$ cat config.mk
export PLATFORM = sky130hd
export DESIGN_NAME = transceiver_word_packing
export DESIGN_NICKNAME = d
export VERILOG_FILES = /design/src/common/word_pack_pkg.sv /design/src/rx_lane_pack.sv /design/src/transceiver_word_packing.sv
export VERILOG_INCLUDE_DIRS = /design/src /design/src/common
export SDC_FILE = /design/constraint.sdc
export NUM_CORES = 1
export LEC_CHECK = 0
export ABC_AREA = 1
export BUFFER_PORTS_ARGS = -buffer_cell sky130_fd_sc_hd__buf_2
export CELL_PAD_IN_SITES_DETAIL_PLACEMENT = 0
export CELL_PAD_IN_SITES_GLOBAL_PLACEMENT = 1
export CORE_MARGIN = 2
export CORE_UTILIZATION = 30
export CTS_CLUSTER_DIAMETER = 30
export DETAILED_ROUTE_END_ITERATION = 10
export PLACE_DENSITY_LB_ADDON = 0.05
export SYNTH_ARGS = -nofsm -noshare
export SYNTH_HDL_FRONTEND = slang
export SYNTH_SLANG_ARGS = --single-unit
export TNS_END_PERCENT = 1
$ cat constraint.sdc
create_clock -name clock -period 1.22 [get_ports clock]
set_input_delay 0.122 -clock clock [delete_from_list [all_inputs] [get_ports clock]]
set_output_delay 0.122 -clock clock [all_outputs]
set_load 0.02 [all_outputs]
$ cat src/common/word_pack_consts.svh
/*
  Bit positions, widths and reset values for the wide channel word packer.
  Assumes it is included by bare name wherever the positions are needed.
*/
`ifndef WORD_PACK_CONSTS_SVH
`define WORD_PACK_CONSTS_SVH

// ==========================================================================
// Word and lane geometry
`define WP_TX_WORD_W        44
`define WP_RX_WORD_W        64
`define WP_TX_LANES         4
`define WP_RX_LANES         2
`define WP_SYM_W            10
`define WP_BYTE_W           8
`define WP_TX_STRIDE        11
`define WP_TX_STRIDE_NARROW 22
`define WP_RX_FIELD_W       16
`define WP_RX_HI_SER_WIDE   16
`define WP_RX_HI_SER_NARROW 32

// ==========================================================================
// Transmit flag offsets inside an 11-bit lane
`define WP_TX_CTRL          8
`define WP_TX_FORCE_EN      9
`define WP_TX_FORCE_VAL     10

// ==========================================================================
// Receive flag offsets inside a 16-bit lane field
`define WP_RX_CTRL          8
`define WP_RX_CODE_ERR      9
`define WP_RX_SYNC          10
`define WP_RX_DISP_ERR      11
`define WP_RX_PATTERN       12
`define WP_RX_RM_DEL        13
`define WP_RX_RM_INS        14
`define WP_RX_RUN_DISP      15

// ==========================================================================
// Reset values
`define WP_RX_WORD_RESET    64'h0000_0000_0000_0000
`define WP_TX_DATA_RESET    10'h000

`endif

$ cat src/common/word_pack_pkg.sv
/*
  Types shared by the wide channel word packer.
  Assumes nothing of its surroundings.
*/
package word_pack_pkg;
  // ========================================================================
  // Configuration enumerations
  typedef enum logic [2:0] {IF_W8, IF_W10, IF_W16, IF_W32, IF_W40} if_width_t;
  typedef enum logic {SER_8_10, SER_16_20} coding_to_serializer_width_t;
  typedef enum logic [1:0] {MODE_8B10B, MODE_SONET, MODE_PCIE} coding_mode_t;
endpackage

$ cat src/rx_lane_pack.sv
/*
  Builds one 16-bit field of the wide receive word from one lane's status.
  Assumes the caller places the field and zeroes lanes it does not use.
*/
`timescale 1ns/100ps
`default_nettype none
`include "word_pack_consts.svh"

module rx_lane_pack
  import word_pack_pkg::*;
(
  input  wire if_width_t    if_width,
  input  wire coding_mode_t coding_mode,
  input  wire logic [9:0]   lane_data,
  input  wire logic         ctrl_det,
  input  wire logic         code_err,
  input  wire logic         sync_ok,
  input  wire logic         disp_err,
  input  wire logic         pattern_det,
  input  wire logic         rm_deleted,
  input  wire logic         rm_inserted,
  input  wire logic [1:0]   pipe_status,
  input  wire logic         running_disp,
  input  wire logic         framing_byte_size_flag,
  output logic [15:0]       lane_field
);

  // ==========================================================================
  // Field assembly. Bits that the width and mode leave open stay zero.
  always_comb begin
    lane_field = '0;
    if (if_width == IF_W10) begin
      lane_field[`WP_SYM_W-1:0]    = lane_data;
      lane_field[`WP_RX_SYNC]      = sync_ok;
      lane_field[`WP_RX_DISP_ERR]  = disp_err;
      lane_field[`WP_RX_PATTERN]   = pattern_det;
    end else begin
      lane_field[`WP_BYTE_W-1:0]   = lane_data[`WP_BYTE_W-1:0];
      if (coding_mode == MODE_SONET) begin
        // Only the narrow width carries framing flags; bit 11 is reserved.
        if (if_width == IF_W8) begin
          lane_field[`WP_RX_CTRL]    = framing_byte_size_flag;
          lane_field[`WP_RX_SYNC]    = sync_ok;
          lane_field[`WP_RX_PATTERN] = pattern_det;
        end
      end else begin
        lane_field[`WP_RX_CTRL]      = ctrl_det;
        lane_field[`WP_RX_CODE_ERR]  = code_err;
        lane_field[`WP_RX_SYNC]      = sync_ok;
        lane_field[`WP_RX_DISP_ERR]  = disp_err;
        lane_field[`WP_RX_PATTERN]   = pattern_det;
      end
    end
    // Rate-compensation and disparity report only at the two narrow widths.
    if (if_width == IF_W8 || if_width == IF_W10) begin
      if (coding_mode == MODE_PCIE) begin
        lane_field[`WP_RX_RM_INS:`WP_RX_RM_DEL] = pipe_status;
      end else if (coding_mode == MODE_8B10B) begin
        lane_field[`WP_RX_RM_DEL]  = rm_deleted;
        lane_field[`WP_RX_RM_INS]  = rm_inserted;
      end
      if (coding_mode != MODE_SONET) begin
        lane_field[`WP_RX_RUN_DISP] = running_disp;
      end
    end
  end

endmodule
`default_nettype wire

$ cat src/transceiver_word_packing.sv
/*
  Wide channel word packer: splits the 44-bit transmit word into four
  coding lanes and packs two receive lanes into the 64-bit receive word.
  Assumes width and mode inputs come from logic on the same clock and are
  changed only while the channel carries no traffic.
*/
// Summary of operation
// 32-bit over 16/20: bytes at 7:0, 18:11, 29:22, 40:33, low first.
// 32-bit 8B/10B: control, force enable, force value at lane offsets 8-10.
// 40-bit over 20: ten-bit lanes at 9:0, 20:11, 31:22, 42:33.
// 8-bit 8B/10B receive: byte in 7:0, control flag on bit 8.
// 8-bit 8B/10B receive: code violation on bit 9.
// 8-bit 8B/10B receive: sync on bit 10, disparity error bit 11.
// 8-bit receive: alignment pattern detect on bit 12.
// 8/10-bit: deletion bit 13, insertion bit 14; PCIe puts status there.
// 8/10-bit: running disparity on bit 15.
// 8-bit SONET: size flag bit 8, sync 10, pattern 12, bit 11 reserved.
// 10-bit: raw symbol 9:0, sync 10, disparity error 11, pattern 12.
// 16-bit over 16/20: low byte 7:0, high byte 23:16.
// 16-bit 8B/10B: lane flags at offsets 8-12, upper lane bits 24-28.
// 16-bit over 8/10: high byte 39:32, low byte 7:0.
// Bits not assigned by width and mode are zero.
`timescale 1ns/100ps
`default_nettype none
`include "word_pack_consts.svh"

module transceiver_word_packing
  import word_pack_pkg::*;
(
  input  wire logic                        clock,
  input  wire logic                        reset,
  input  wire if_width_t                   if_width,
  input  wire coding_to_serializer_width_t coding_to_serializer_width,
  input  wire coding_mode_t                coding_mode,
  input  wire logic [43:0]                 tx_word_full,
  input  wire logic [1:0][9:0]             rx_lane_data,
  input  wire logic [1:0]                  rx_ctrl_det,
  input  wire logic [1:0]                  rx_code_err,
  input  wire logic [1:0]                  rx_sync_ok,
  input  wire logic [1:0]                  rx_disp_err,
  input  wire logic [1:0]                  rx_pattern_det,
  input  wire logic [1:0]                  rx_rm_deleted,
  input  wire logic [1:0]                  rx_rm_inserted,
  input  wire logic [1:0][1:0]             rx_pipe_status,
  input  wire logic [1:0]                  rx_running_disp,
  input  wire logic [1:0]                  framing_byte_size_flag,
  output logic [3:0][9:0]                  tx_lane_data_q,
  output logic [3:0]                       tx_lane_ctrl_q,
  output logic [3:0]                       tx_lane_force_en_q,
  output logic [3:0]                       tx_lane_force_val_q,
  output logic [63:0]                      rx_word_full_q
);

  // ==========================================================================
  // Decoding used only by the transmit split.
  function automatic int lanes_used(input if_width_t w);
    unique case (w)
      IF_W8, IF_W10:  lanes_used = 1;
      IF_W16:         lanes_used = 2;
      IF_W32, IF_W40: lanes_used = `WP_TX_LANES;
      default:        lanes_used = 0;
    endcase
  endfunction

  function automatic int tx_stride(input if_width_t w, input coding_to_serializer_width_t s);
    tx_stride = (w == IF_W16 && s == SER_8_10) ? `WP_TX_STRIDE_NARROW : `WP_TX_STRIDE;
  endfunction

  function automatic logic wide_symbols(input if_width_t w);
    wide_symbols = (w == IF_W10 || w == IF_W40);
  endfunction

  logic [3:0][9:0] tx_lane_data_d;
  logic [3:0]      tx_lane_ctrl_d;
  logic [3:0]      tx_lane_force_en_d;
  logic [3:0]      tx_lane_force_val_d;
  logic [1:0][15:0] rx_field;
  logic [63:0]     rx_word_full_d;

  // ==========================================================================
  // Transmit split. Lanes beyond the width's count stay zero so the coder
  // never sees stale bytes after a width change.
  always_comb begin
    int base;
    base = 0;
    tx_lane_data_d      = '0;
    tx_lane_ctrl_d      = '0;
    tx_lane_force_en_d  = '0;
    tx_lane_force_val_d = '0;
    for (int k = 0; k < `WP_TX_LANES; k++) begin
      if (k < lanes_used(if_width)) begin
        base = k * tx_stride(if_width, coding_to_serializer_width);
        if (wide_symbols(if_width)) begin
          tx_lane_data_d[k] = tx_word_full[base +: `WP_SYM_W];
        end else begin
          tx_lane_data_d[k] = {2'h0, tx_word_full[base +: `WP_BYTE_W]};
          if (coding_mode != MODE_SONET) begin
            tx_lane_ctrl_d[k]      = tx_word_full[base + `WP_TX_CTRL];
            tx_lane_force_en_d[k]  = tx_word_full[base + `WP_TX_FORCE_EN];
            tx_lane_force_val_d[k] = tx_word_full[base + `WP_TX_FORCE_VAL];
          end
        end
      end
    end
    // The ten-bit width still carries a force value (idle request in PCIe).
    if (if_width == IF_W10 && coding_mode != MODE_SONET) begin
      tx_lane_force_val_d[0] = tx_word_full[`WP_TX_FORCE_VAL];
    end
  end

  // ==========================================================================
  // Receive lane fields, one packer per lane.
  for (genvar g = 0; g < `WP_RX_LANES; g++) begin : g_rx_lane
    rx_lane_pack u_pack (
      .if_width               (if_width),
      .coding_mode            (coding_mode),
      .lane_data              (rx_lane_data[g]),
      .ctrl_det               (rx_ctrl_det[g]),
      .code_err               (rx_code_err[g]),
      .sync_ok                (rx_sync_ok[g]),
      .disp_err               (rx_disp_err[g]),
      .pattern_det            (rx_pattern_det[g]),
      .rm_deleted             (rx_rm_deleted[g]),
      .rm_inserted            (rx_rm_inserted[g]),
      .pipe_status            (rx_pipe_status[g]),
      .running_disp           (rx_running_disp[g]),
      .framing_byte_size_flag (framing_byte_size_flag[g]),
      .lane_field             (rx_field[g])
    );
  end

  // ==========================================================================
  // Receive placement. The wide widths are not packed here and read zero.
  always_comb begin
    rx_word_full_d = '0;
    unique case (if_width)
      IF_W8, IF_W10: rx_word_full_d[`WP_RX_FIELD_W-1:0] = rx_field[0];
      IF_W16: begin
        rx_word_full_d[`WP_RX_FIELD_W-1:0] = rx_field[0];
        if (coding_to_serializer_width == SER_16_20) begin
          rx_word_full_d[`WP_RX_HI_SER_WIDE +: `WP_RX_FIELD_W] = rx_field[1];
        end else begin
          rx_word_full_d[`WP_RX_HI_SER_NARROW +: `WP_RX_FIELD_W] = rx_field[1];
        end
      end
      IF_W32, IF_W40: rx_word_full_d = '0;
      default:        rx_word_full_d = '0;
    endcase
  end

  // ==========================================================================
  // Transmit lane registers; one cycle of latency keeps outputs glitch free.
  always_ff @(posedge clock) begin
    if (reset) begin
      tx_lane_data_q      <= {`WP_TX_LANES{`WP_TX_DATA_RESET}};
      tx_lane_ctrl_q      <= '0;
      tx_lane_force_en_q  <= '0;
      tx_lane_force_val_q <= '0;
    end else begin
      tx_lane_data_q      <= tx_lane_data_d;
      tx_lane_ctrl_q      <= tx_lane_ctrl_d;
      tx_lane_force_en_q  <= tx_lane_force_en_d;
      tx_lane_force_val_q <= tx_lane_force_val_d;
    end
  end

  // Receive word register.
  always_ff @(posedge clock) begin
    if (reset) begin
      rx_word_full_q <= `WP_RX_WORD_RESET;
    end else begin
      rx_word_full_q <= rx_word_full_d;
    end
  end
endmodule
`default_nettype wire

==> PnR_summary.wiki, run 1 <==
{| class="wikitable"
! Metric !! Value
|-
| Run status || finished, final reports clean
|-
| Critical path fanouts, max || 1
|-
| WS Path Type || reg -> out
|-
| Sequential share of power || 47.6%
|-
| Net switching power || 1710 uW
|-
| Antenna violations before repair || 0
|-
| Hold crit path type || in -> reg
|-
| Arrival time reported for the critical path endpoint || 820 ps
|-
| Sum of negative setup slack || 0 ps
|-
| Adder and majority gate portion of the synthesized area || 0%
|-
| Post-synthesis register bit count || 100
|-
| Compound-cell area share of the yosys netlist || 3.03%
|-
| Number of synthesis warnings || 0
|-
| Violation count after the first detailed-route iteration || 134
|-
| Final Max Slew Viols || 0
|-
| Number of buffers created by CTS || 9
|-
| Std cell rows || 39
|-
| RSZ-0062 raised after global routing || false
|-
| Final clock period utilization by the worst path || 77.1%
|-
| Quantity of I/O buffers inserted on ports || 188
|-
| Routability cong. || 0.730
|-
| Leakage power || 0.00287 uW
|-
| Hold Slack || 12.4 ps
|-
| Required arrival time at the worst endpoint || 1100 ps
|-
| Peak VDD IR || 0.705 mV
|-
| Dominant cell type by area after synthesis || sky130_fd_sc_hd__dfxtp_1
|-
| Max frequency || 1060 MHz
|-
| Detailed-route wire length || 8650 um
|-
| Commonest cells after routing, fill and taps aside || sky130_fd_sc_hd__buf_2, sky130_fd_sc_hd__dfxtp_1, sky130_fd_sc_hd__inv_1
|-
| Aggregate global-route resource usage || 14.6%
|-
| TritonCTS clock tree || built
|-
| # setup viols final || 0
|-
| TritonCTS sink count || 100
|-
| Maxcap violations || 0
|-
| Critical path, cell by cell || buf_2
|-
| Internal || 5410 uW
|-
| Share of the synthesized netlist area taken by xor and xnor gates || 0%
|-
| Effective utilization at floorplan || 30.4%
|-
| Number of library cell types mapped by synthesis || 26
|-
| Top cells by area, synth || sky130_fd_sc_hd__dfxtp_1, sky130_fd_sc_hd__inv_1, sky130_fd_sc_hd__nor2_1
|-
| Vertical die dimension || 111 um
|-
| Mapped Avg Cell Area || 9.08 um2
|-
| Core area || 11300 um2
|-
| Crit end category || output pin
|-
| Die extent in x || 111 um
|-
| Power consumption || 7120 uW
|-
| Synth-to-layout area growth || 49.2%
|-
| Final antenna diode count || 0
|-
| Number of buffer and inverter instances along the worst setup path || 1
|-
| Most common cell after layout, fill and taps aside || sky130_fd_sc_hd__buf_2
|-
| Multiplexer share of the synthesized area || 0%
|-
| Final count of hold timing violations || 0
|-
| Ratio of cells with drive above 1 in the final layout || 41.3%
|-
| Routed via count || 2963
|-
| Number of top-level pins || 210
|-
| Number of gates on the worst path with buffers counted || 1
|-
| Wire length of the first global-routing pass || 14100 um
|-
| Clk root buf || sky130_fd_sc_hd__clkbuf_16
|-
| Fraction of power spent switching nets || 24.0%
|-
| Vias/cell || 3.89
|-
| Cell type group with the largest total delay on the critical path || flip-flops
|-
| WHS Path Cells || 3
|-
| Hold-fix buffer count after cts || 30
|-
| Final critical-path required period || 941 ps
|-
| Pin count of the biggest net entering global routing || 17
|-
| CTS HTree Levels || 3
|-
| Gate power share || 11.8%
|-
| Grt ovf || 0
|-
| Slowest cell delay on critical path || 320 ps
|-
| Portion of total power attributed to the clock network || 40.6%
|-
| Post-synthesis share of cell area spent on and, or, nand and nor gates || 24.3%
|-
| Main combinational cell family by area after synthesis || simple AND/OR/NAND/NOR gates
|-
| Number of setup buffers added after CTS || 0
|-
| Mapped Area || 3420 um2
|-
| PostCTS Resize Cnt || 0
|-
| Worst-case clock buffer depth || 2
|-
| Share of the yosys chip area belonging to registers || 58.5%
|-
| Final net count || 707
|-
| Remaining number of nets flagged by the antenna check after routing || 0
|-
| Number of remaining DRC errors || 0
|-
| Power density over the cells || 1390 nW/um2
|-
| Share of the synthesized area in the top cell type || 58.5%
|-
| DRT Pass-1 Iters || 4
|-
| Overall die area || 12300 um2
|-
| Worst-path cell with the longest stage delay || sky130_fd_sc_hd__dfxtp_1
|-
| Average routed wire per standard cell || 11.4 um
|-
| Placed wire-length estimate || 6630 um
|-
| Startpoint kind of the worst setup timing path || flip-flop
|-
| Mapped Cells || 377
|-
| Via count of the first global-routing pass || 2955
|-
| Clock Pin Slew Worst Setup and Hold Paths || 70 ps
|}
path summary, 6_finish.rpt:
path	start	end	slack [ps]
max	tx_lane_data_q[14]	tx_lane_data_q[14]	280
min	rx_lane_data[13]	rx_word_full_q[19]	10
kinds of logic (layout without fill, tap and decap cells):
kind of cell | Yosys count | count (layout)
compound gates | 20 | 20
buf+inv | 97 | 317
flops | 100 | 100
other cells | 1 | 22
simple gates | 159 | 159
per-stage QoR:
step | utilization [%] | setup WS [ps] | cell area, um2 | instances
after floorplan | - | 258 | 3500 | 398
after CTS | 45.3 | 252 | 5110 | 761
after global routing | 45.3 | 234 | 5110 | 761
after detailed placement | 39.9 | 9.54 | 4500 | 715
final | 45.3 | 279 | 5110 | 761
after global placement | 39.9 | 39.6 | 4500 | 715
layout make-up:
type | count | area [um2]
fill | 1185 | 6170
sequential | 100 | 2000
timing repair buffer | 227 | 1320
multi-input combinational | 201 | 1020
inverter | 74 | 280
clock buffer | 13 | 260
tap | 143 | 179
clock inverter | 3 | 45.0
flip-flops by register name, indices dropped and copies added (netlist names):
signal	cells
tx_lane_ctrl_q	4
tx_lane_force_val_q	4
tx_lane_force_en_q	4
tx_lane_data_q	40
rx_word_full_q	48
synthesized netlist by cell type, drive strengths merged:
cell and number:
dfxtp 100, o21ai 14, buf 23, or2 1, conb 1, nand3 20
nand4 1, nand2 47, a21oi 6, inv 74, nor2 85, nor3 5
power by group through the flow:
stage	sequential (uW)	combinational (uW)	clock (uW)
final	3390	842	2890
after global routing	3390	935	3110
after CTS	3390	854	3010
after detailed placement	3460	777	0
after global placement	3460	769	0
after floorplan	3600	364	0
metal layers:
layer	up-vias	global-route usage, %	wire length, um
li1	1546	-	-
met1	1283	17.5	3820
met2	120	23.0	3850
met3	14	5.25	755
met4	0	7.42	218
met5	-	0	0
(Power assumes the default switching activity.)
==> inputs of run 2 (changes only) <==
Settings changed: ABC_AREA 1 to 0, CORE_UTILIZATION 30 to 26.
Clock period 1.22 ns to 0.8 ns, I/O delays scaled along.
==> run 2 against run 1 <==
The flow now finishes with violations (negative setup slack). Global-route usage rose by 0.15 points. Hold slack improved by 4.9 ps. Die area rose by 6.5%. Non-clock buffer count rose by 59. Clock power rose by 47%. Count of clock-buffer cells in the layout fell by 1. Sequential power rose by 53%. Combinational power rose by 82%. Sequential share of layout area fell by 5.2 points. Routed wire length rose by 15%. Critical path type unchanged.
==> PnR_summary.wiki, run 2 <==
{| class="wikitable"
! Metric !! Value
|-
| Multiplexer share of the synthesized area || 0.633% (was 0%)
|-
| Wire length of the first global-routing pass || 14900 um (was 14100 um)
|-
| Required arrival time at the worst endpoint || 720 ps (was 1100 ps)
|-
| Number of buffer and inverter instances along the worst setup path || 1 (unchanged)
|-
| Worst slack at placement || -459 ps (was 9.54 ps)
|-
| Primary FF master, synth || sky130_fd_sc_hd__dfxtp_1 (unchanged)
|-
| Final antenna diode count || 0 (unchanged)
|-
| Summed area of non-filler cells in the final layout || 6260 um2 (was 5110 um2)
|-
| Mapped Cells || 292 (was 377)
|-
| Core area || 12000 um2 (was 11300 um2)
|-
| Post-synthesis share of cell area spent on and, or, nand and nor gates || 24.9% (was 24.3%)
|-
| Violation count after the first detailed-route iteration || 95 (was 134)
|-
| Die extent in x || 114 um (was 111 um)
|-
| DRT Pass-1 Iters || 4 (unchanged)
|-
| Power density over the cells || 1750 nW/um2 (was 1390 nW/um2)
|-
| Max frequency || 1160 MHz
|-
| Post-placement cell count || 652 (was 715)
|-
| Clk root buf || sky130_fd_sc_hd__clkbuf_16 (unchanged)
|-
| Cell type group with the largest total delay on the critical path || flip-flops (unchanged)
|-
| Run status || complete, but fails checks (was finished, final reports clean)
|-
| Peak VDD IR || 1.14 mV (was 0.705 mV)
|-
| TritonCTS clock tree || built (unchanged)
|-
| Vias/cell || 4.08 (was 3.89)
|-
| Routability cong. || 0.722 (was 0.730)
|-
| Grt ovf || 0 (unchanged)
|-
| Startpoint kind of the worst setup timing path || flip-flop (unchanged)
|-
| Most common cell after layout, fill and taps aside || sky130_fd_sc_hd__buf_6 (was sky130_fd_sc_hd__buf_2)
|-
| Mapped Area || 3160 um2 (was 3420 um2)
|-
| CTS HTree Levels || 3 (unchanged)
|-
| Final clock period utilization by the worst path || 107%
|-
| Hold Slack || 17.3 ps (was 12.4 ps)
|-
| Crit end category || output pin (unchanged)
|-
| Number of remaining DRC errors || 0 (unchanged)
|-
| Number of synthesis warnings || 0 (unchanged)
|-
| Aggregate global-route resource usage || 14.7% (was 14.6%)
|-
| Overall die area || 13100 um2 (was 12300 um2)
|-
| Quantity of I/O buffers inserted on ports || 187 (was 188)
|-
| Final critical-path required period || 860 ps
|-
| Mapped Avg Cell Area || 10.8 um2 (was 9.08 um2)
|-
| Share of the synthesized netlist area taken by xor and xnor gates || 0.277% (was 0%)
|-
| TritonCTS sink count || 100 (unchanged)
|-
| Compound-cell area share of the yosys netlist || 5.14% (was 3.03%)
|-
| Number of buffers created by CTS || 9 (unchanged)
|-
| Number of top-level pins || 210 (unchanged)
|-
| Library cell with the highest instance count after synthesis || sky130_fd_sc_hd__dfxtp_1 (unchanged)
|-
| Dominant cell type by area after synthesis || sky130_fd_sc_hd__dfxtp_1 (unchanged)
|-
| Share of synthesized registers carrying an async set or reset || 0% (unchanged)
|-
| Critical path, cell by cell || buf_6 (was buf_2)
|-
| # setup viols final || 102 (was 0)
|-
| Slowest cell delay on critical path || 340 ps (was 320 ps)
|-
| Final Max Slew Viols || 0 (unchanged)
|-
| Antenna violations before repair || 0 (unchanged)
|-
| Number of library cell types mapped by synthesis || 39 (was 26)
|-
| Worst-path cell with the longest stage delay || sky130_fd_sc_hd__dfxtp_2 (was sky130_fd_sc_hd__dfxtp_1)
|-
| Most numerous cell types in the synthesized netlist || sky130_fd_sc_hd__dfxtp_1, sky130_fd_sc_hd__and2_1, sky130_fd_sc_hd__nand2_1, sky130_fd_sc_hd__buf_4, sky130_fd_sc_hd__nor2_1 (was sky130_fd_sc_hd__dfxtp_1, sky130_fd_sc_hd__inv_1, sky130_fd_sc_hd__nor2_1, sky130_fd_sc_hd__nand2_1, sky130_fd_sc_hd__buf_4)
|-
| Detailed-route wire length || 9910 um (was 8650 um)
|-
| Final count of hold timing violations || 0 (unchanged)
|-
| Placed Instance Area || 4440 um2 (was 4500 um2)
|-
| RSZ-0062 raised after global routing || true (was false)
|-
| Leakage power || 0.00292 uW (was 0.00287 uW)
|-
| Ratio of cells with drive above 1 in the final layout || 60.0% (was 41.3%)
|-
| Share of the yosys chip area belonging to registers || 63.3% (was 58.5%)
|-
| Largest register by flop count || rx_word_full_q (unchanged)
|-
| Std cell rows || 40 (was 39)
|-
| Non-filler cells, final || 737 (was 761)
|-
| Maxcap violations || 0 (unchanged)
|-
| Critical path fanouts, max || 1 (unchanged)
|-
| Worst setup margin || -59.7 ps (was 279 ps)
|-
| Synth-to-layout area growth || 97.9% (was 49.2%)
|-
| Placed wire-length estimate || 6660 um (was 6630 um)
|-
| Final net count || 679 (was 707)
|-
| Main combinational cell family by area after synthesis || simple AND/OR/NAND/NOR gates (unchanged)
|-
| Arrival time reported for the critical path endpoint || 780 ps (was 820 ps)
|-
| Vertical die dimension || 114 um (was 111 um)
|-
| Worst-case clock buffer depth || 2 (unchanged)
|-
| Average routed wire per standard cell || 13.4 um (was 11.4 um)
|-
| Post-synthesis register bit count || 100 (unchanged)
|-
| Commonest cells after routing, fill and taps aside || sky130_fd_sc_hd__buf_6, sky130_fd_sc_hd__dfxtp_2, sky130_fd_sc_hd__buf_2 (was sky130_fd_sc_hd__buf_2, sky130_fd_sc_hd__dfxtp_1, sky130_fd_sc_hd__inv_1)
|-
| Via count of the first global-routing pass || 3048 (was 2955)
|-
| Remaining number of nets flagged by the antenna check after routing || 0 (unchanged)
|-
| Clock Pin Slew Worst Setup and Hold Paths || 70 ps (about the same)
|-
| Share of the synthesized area in the top cell type || 63.3% (was 58.5%)
|-
| Routed via count || 3007 (was 2963)
|-
| Number of enable-type register cells in the synthesized netlist || 0 (unchanged)
|-
| Pin count of the biggest net entering global routing || 17 (unchanged)
|-
| Adder and majority gate portion of the synthesized area || 0% (unchanged)
|-
| WS Path Type || reg -> out (unchanged)
|-
| Top cells by area, synth || sky130_fd_sc_hd__dfxtp_1, sky130_fd_sc_hd__and2_1, sky130_fd_sc_hd__buf_4 (was sky130_fd_sc_hd__dfxtp_1, sky130_fd_sc_hd__inv_1, sky130_fd_sc_hd__nor2_1)
|-
| Hold crit path type || in -> reg (unchanged)
|-
| Violations in the final reports || negative setup slack
|-
| Effective utilization at floorplan || 26.5% (was 30.4%)
|-
| Top flop regs || rx_word_full_q x48, tx_lane_data_q x40 (unchanged)
|-
| Power consumption || 11000 uW (was 7120 uW)
|-
| Number of flip-flops in the largest register || 48 (unchanged)
|}
==> run 2: cell count changes after synthesis, sizes merged, moves of 4 or more <==
cell / previous run / this run
nor3: 5 / 1
nand3: 20 / 4
nor2b: 0 / 4
and3: 0 / 14
nor3b: 0 / 4
inv: 74 / 2
and2: 0 / 50
nor2: 85 / 15
a21oi: 6 / 15
o21ai: 14 / 4
nand2: 47 / 24
==> run 2: layout make-up <==
type	instances	area (um2)
fillers	1134	5700
multi-input cells	186	1150
clock buffers	12	236
flip-flops and latches	100	2130
repair buffers	286	2500
clock inverters	4	50.0
well taps	147	184
inverters	2	7.51
==> run 2: routing by layer <==
layer	GRT usage (%)	share of wire (%)
met1	16.9	42
met5	0	0
met3	5.19	6.3
met2	25.8	51
met4	4.39	1.0
==> run 2: final timing paths <==
path                                from                 end  slack [ps]  cells past startpoint
worst max-delay path  tx_lane_data_q[11]  tx_lane_data_q[11]         -60                      1
worst min-delay path      rx_disp_err[1]  rx_word_full_q[27]          20                      3
==> run 2: logic make-up after synthesis <==
family	count (synthesis)
and+or+nand+nor	133
muxes	2
buffers and inverters	28
DFF	100
other	1
xor gates and xnor gates	1
AOI/OAI and AO/OA	27
==> run 2: report_power, final <==
| group | switching [uW] | leakage [uW] | internal (uW) |
|---|---|---|---|
| sequential | 60.9 | 0.000858 | 5140 |
| combinational | 673 | 0.00193 | 857 |
| clock | 1820 | 0.000133 | 2420 |
| total | 2550 | 0.00292 | 8420 |
==> run 2: timing repair <==
action	CTS	global route
endpoints found under the setup margin	141	138
cloned	0	1
gates resized for setup	296	26
hold buffers	66	0
hold endpoints to repair	80	0
pin swaps	2	5
buffers inserted	0	2
==> run 2: stage by stage <==
step                util [%]  TNS, ps
CTS                     51.5    -6590
global placement        37.1   -29930
floorplan                  -    -8760
global route            52.3    -8250
detailed placement      37.1   -31090
finish                  52.3    -4940
==> run 2: tightest hold or removal path: stages <==
cell	delay, ps
sky130_fd_sc_hd__buf_2	100
sky130_fd_sc_hd__o21ai_0	90
sky130_fd_sc_hd__nor2_1	50
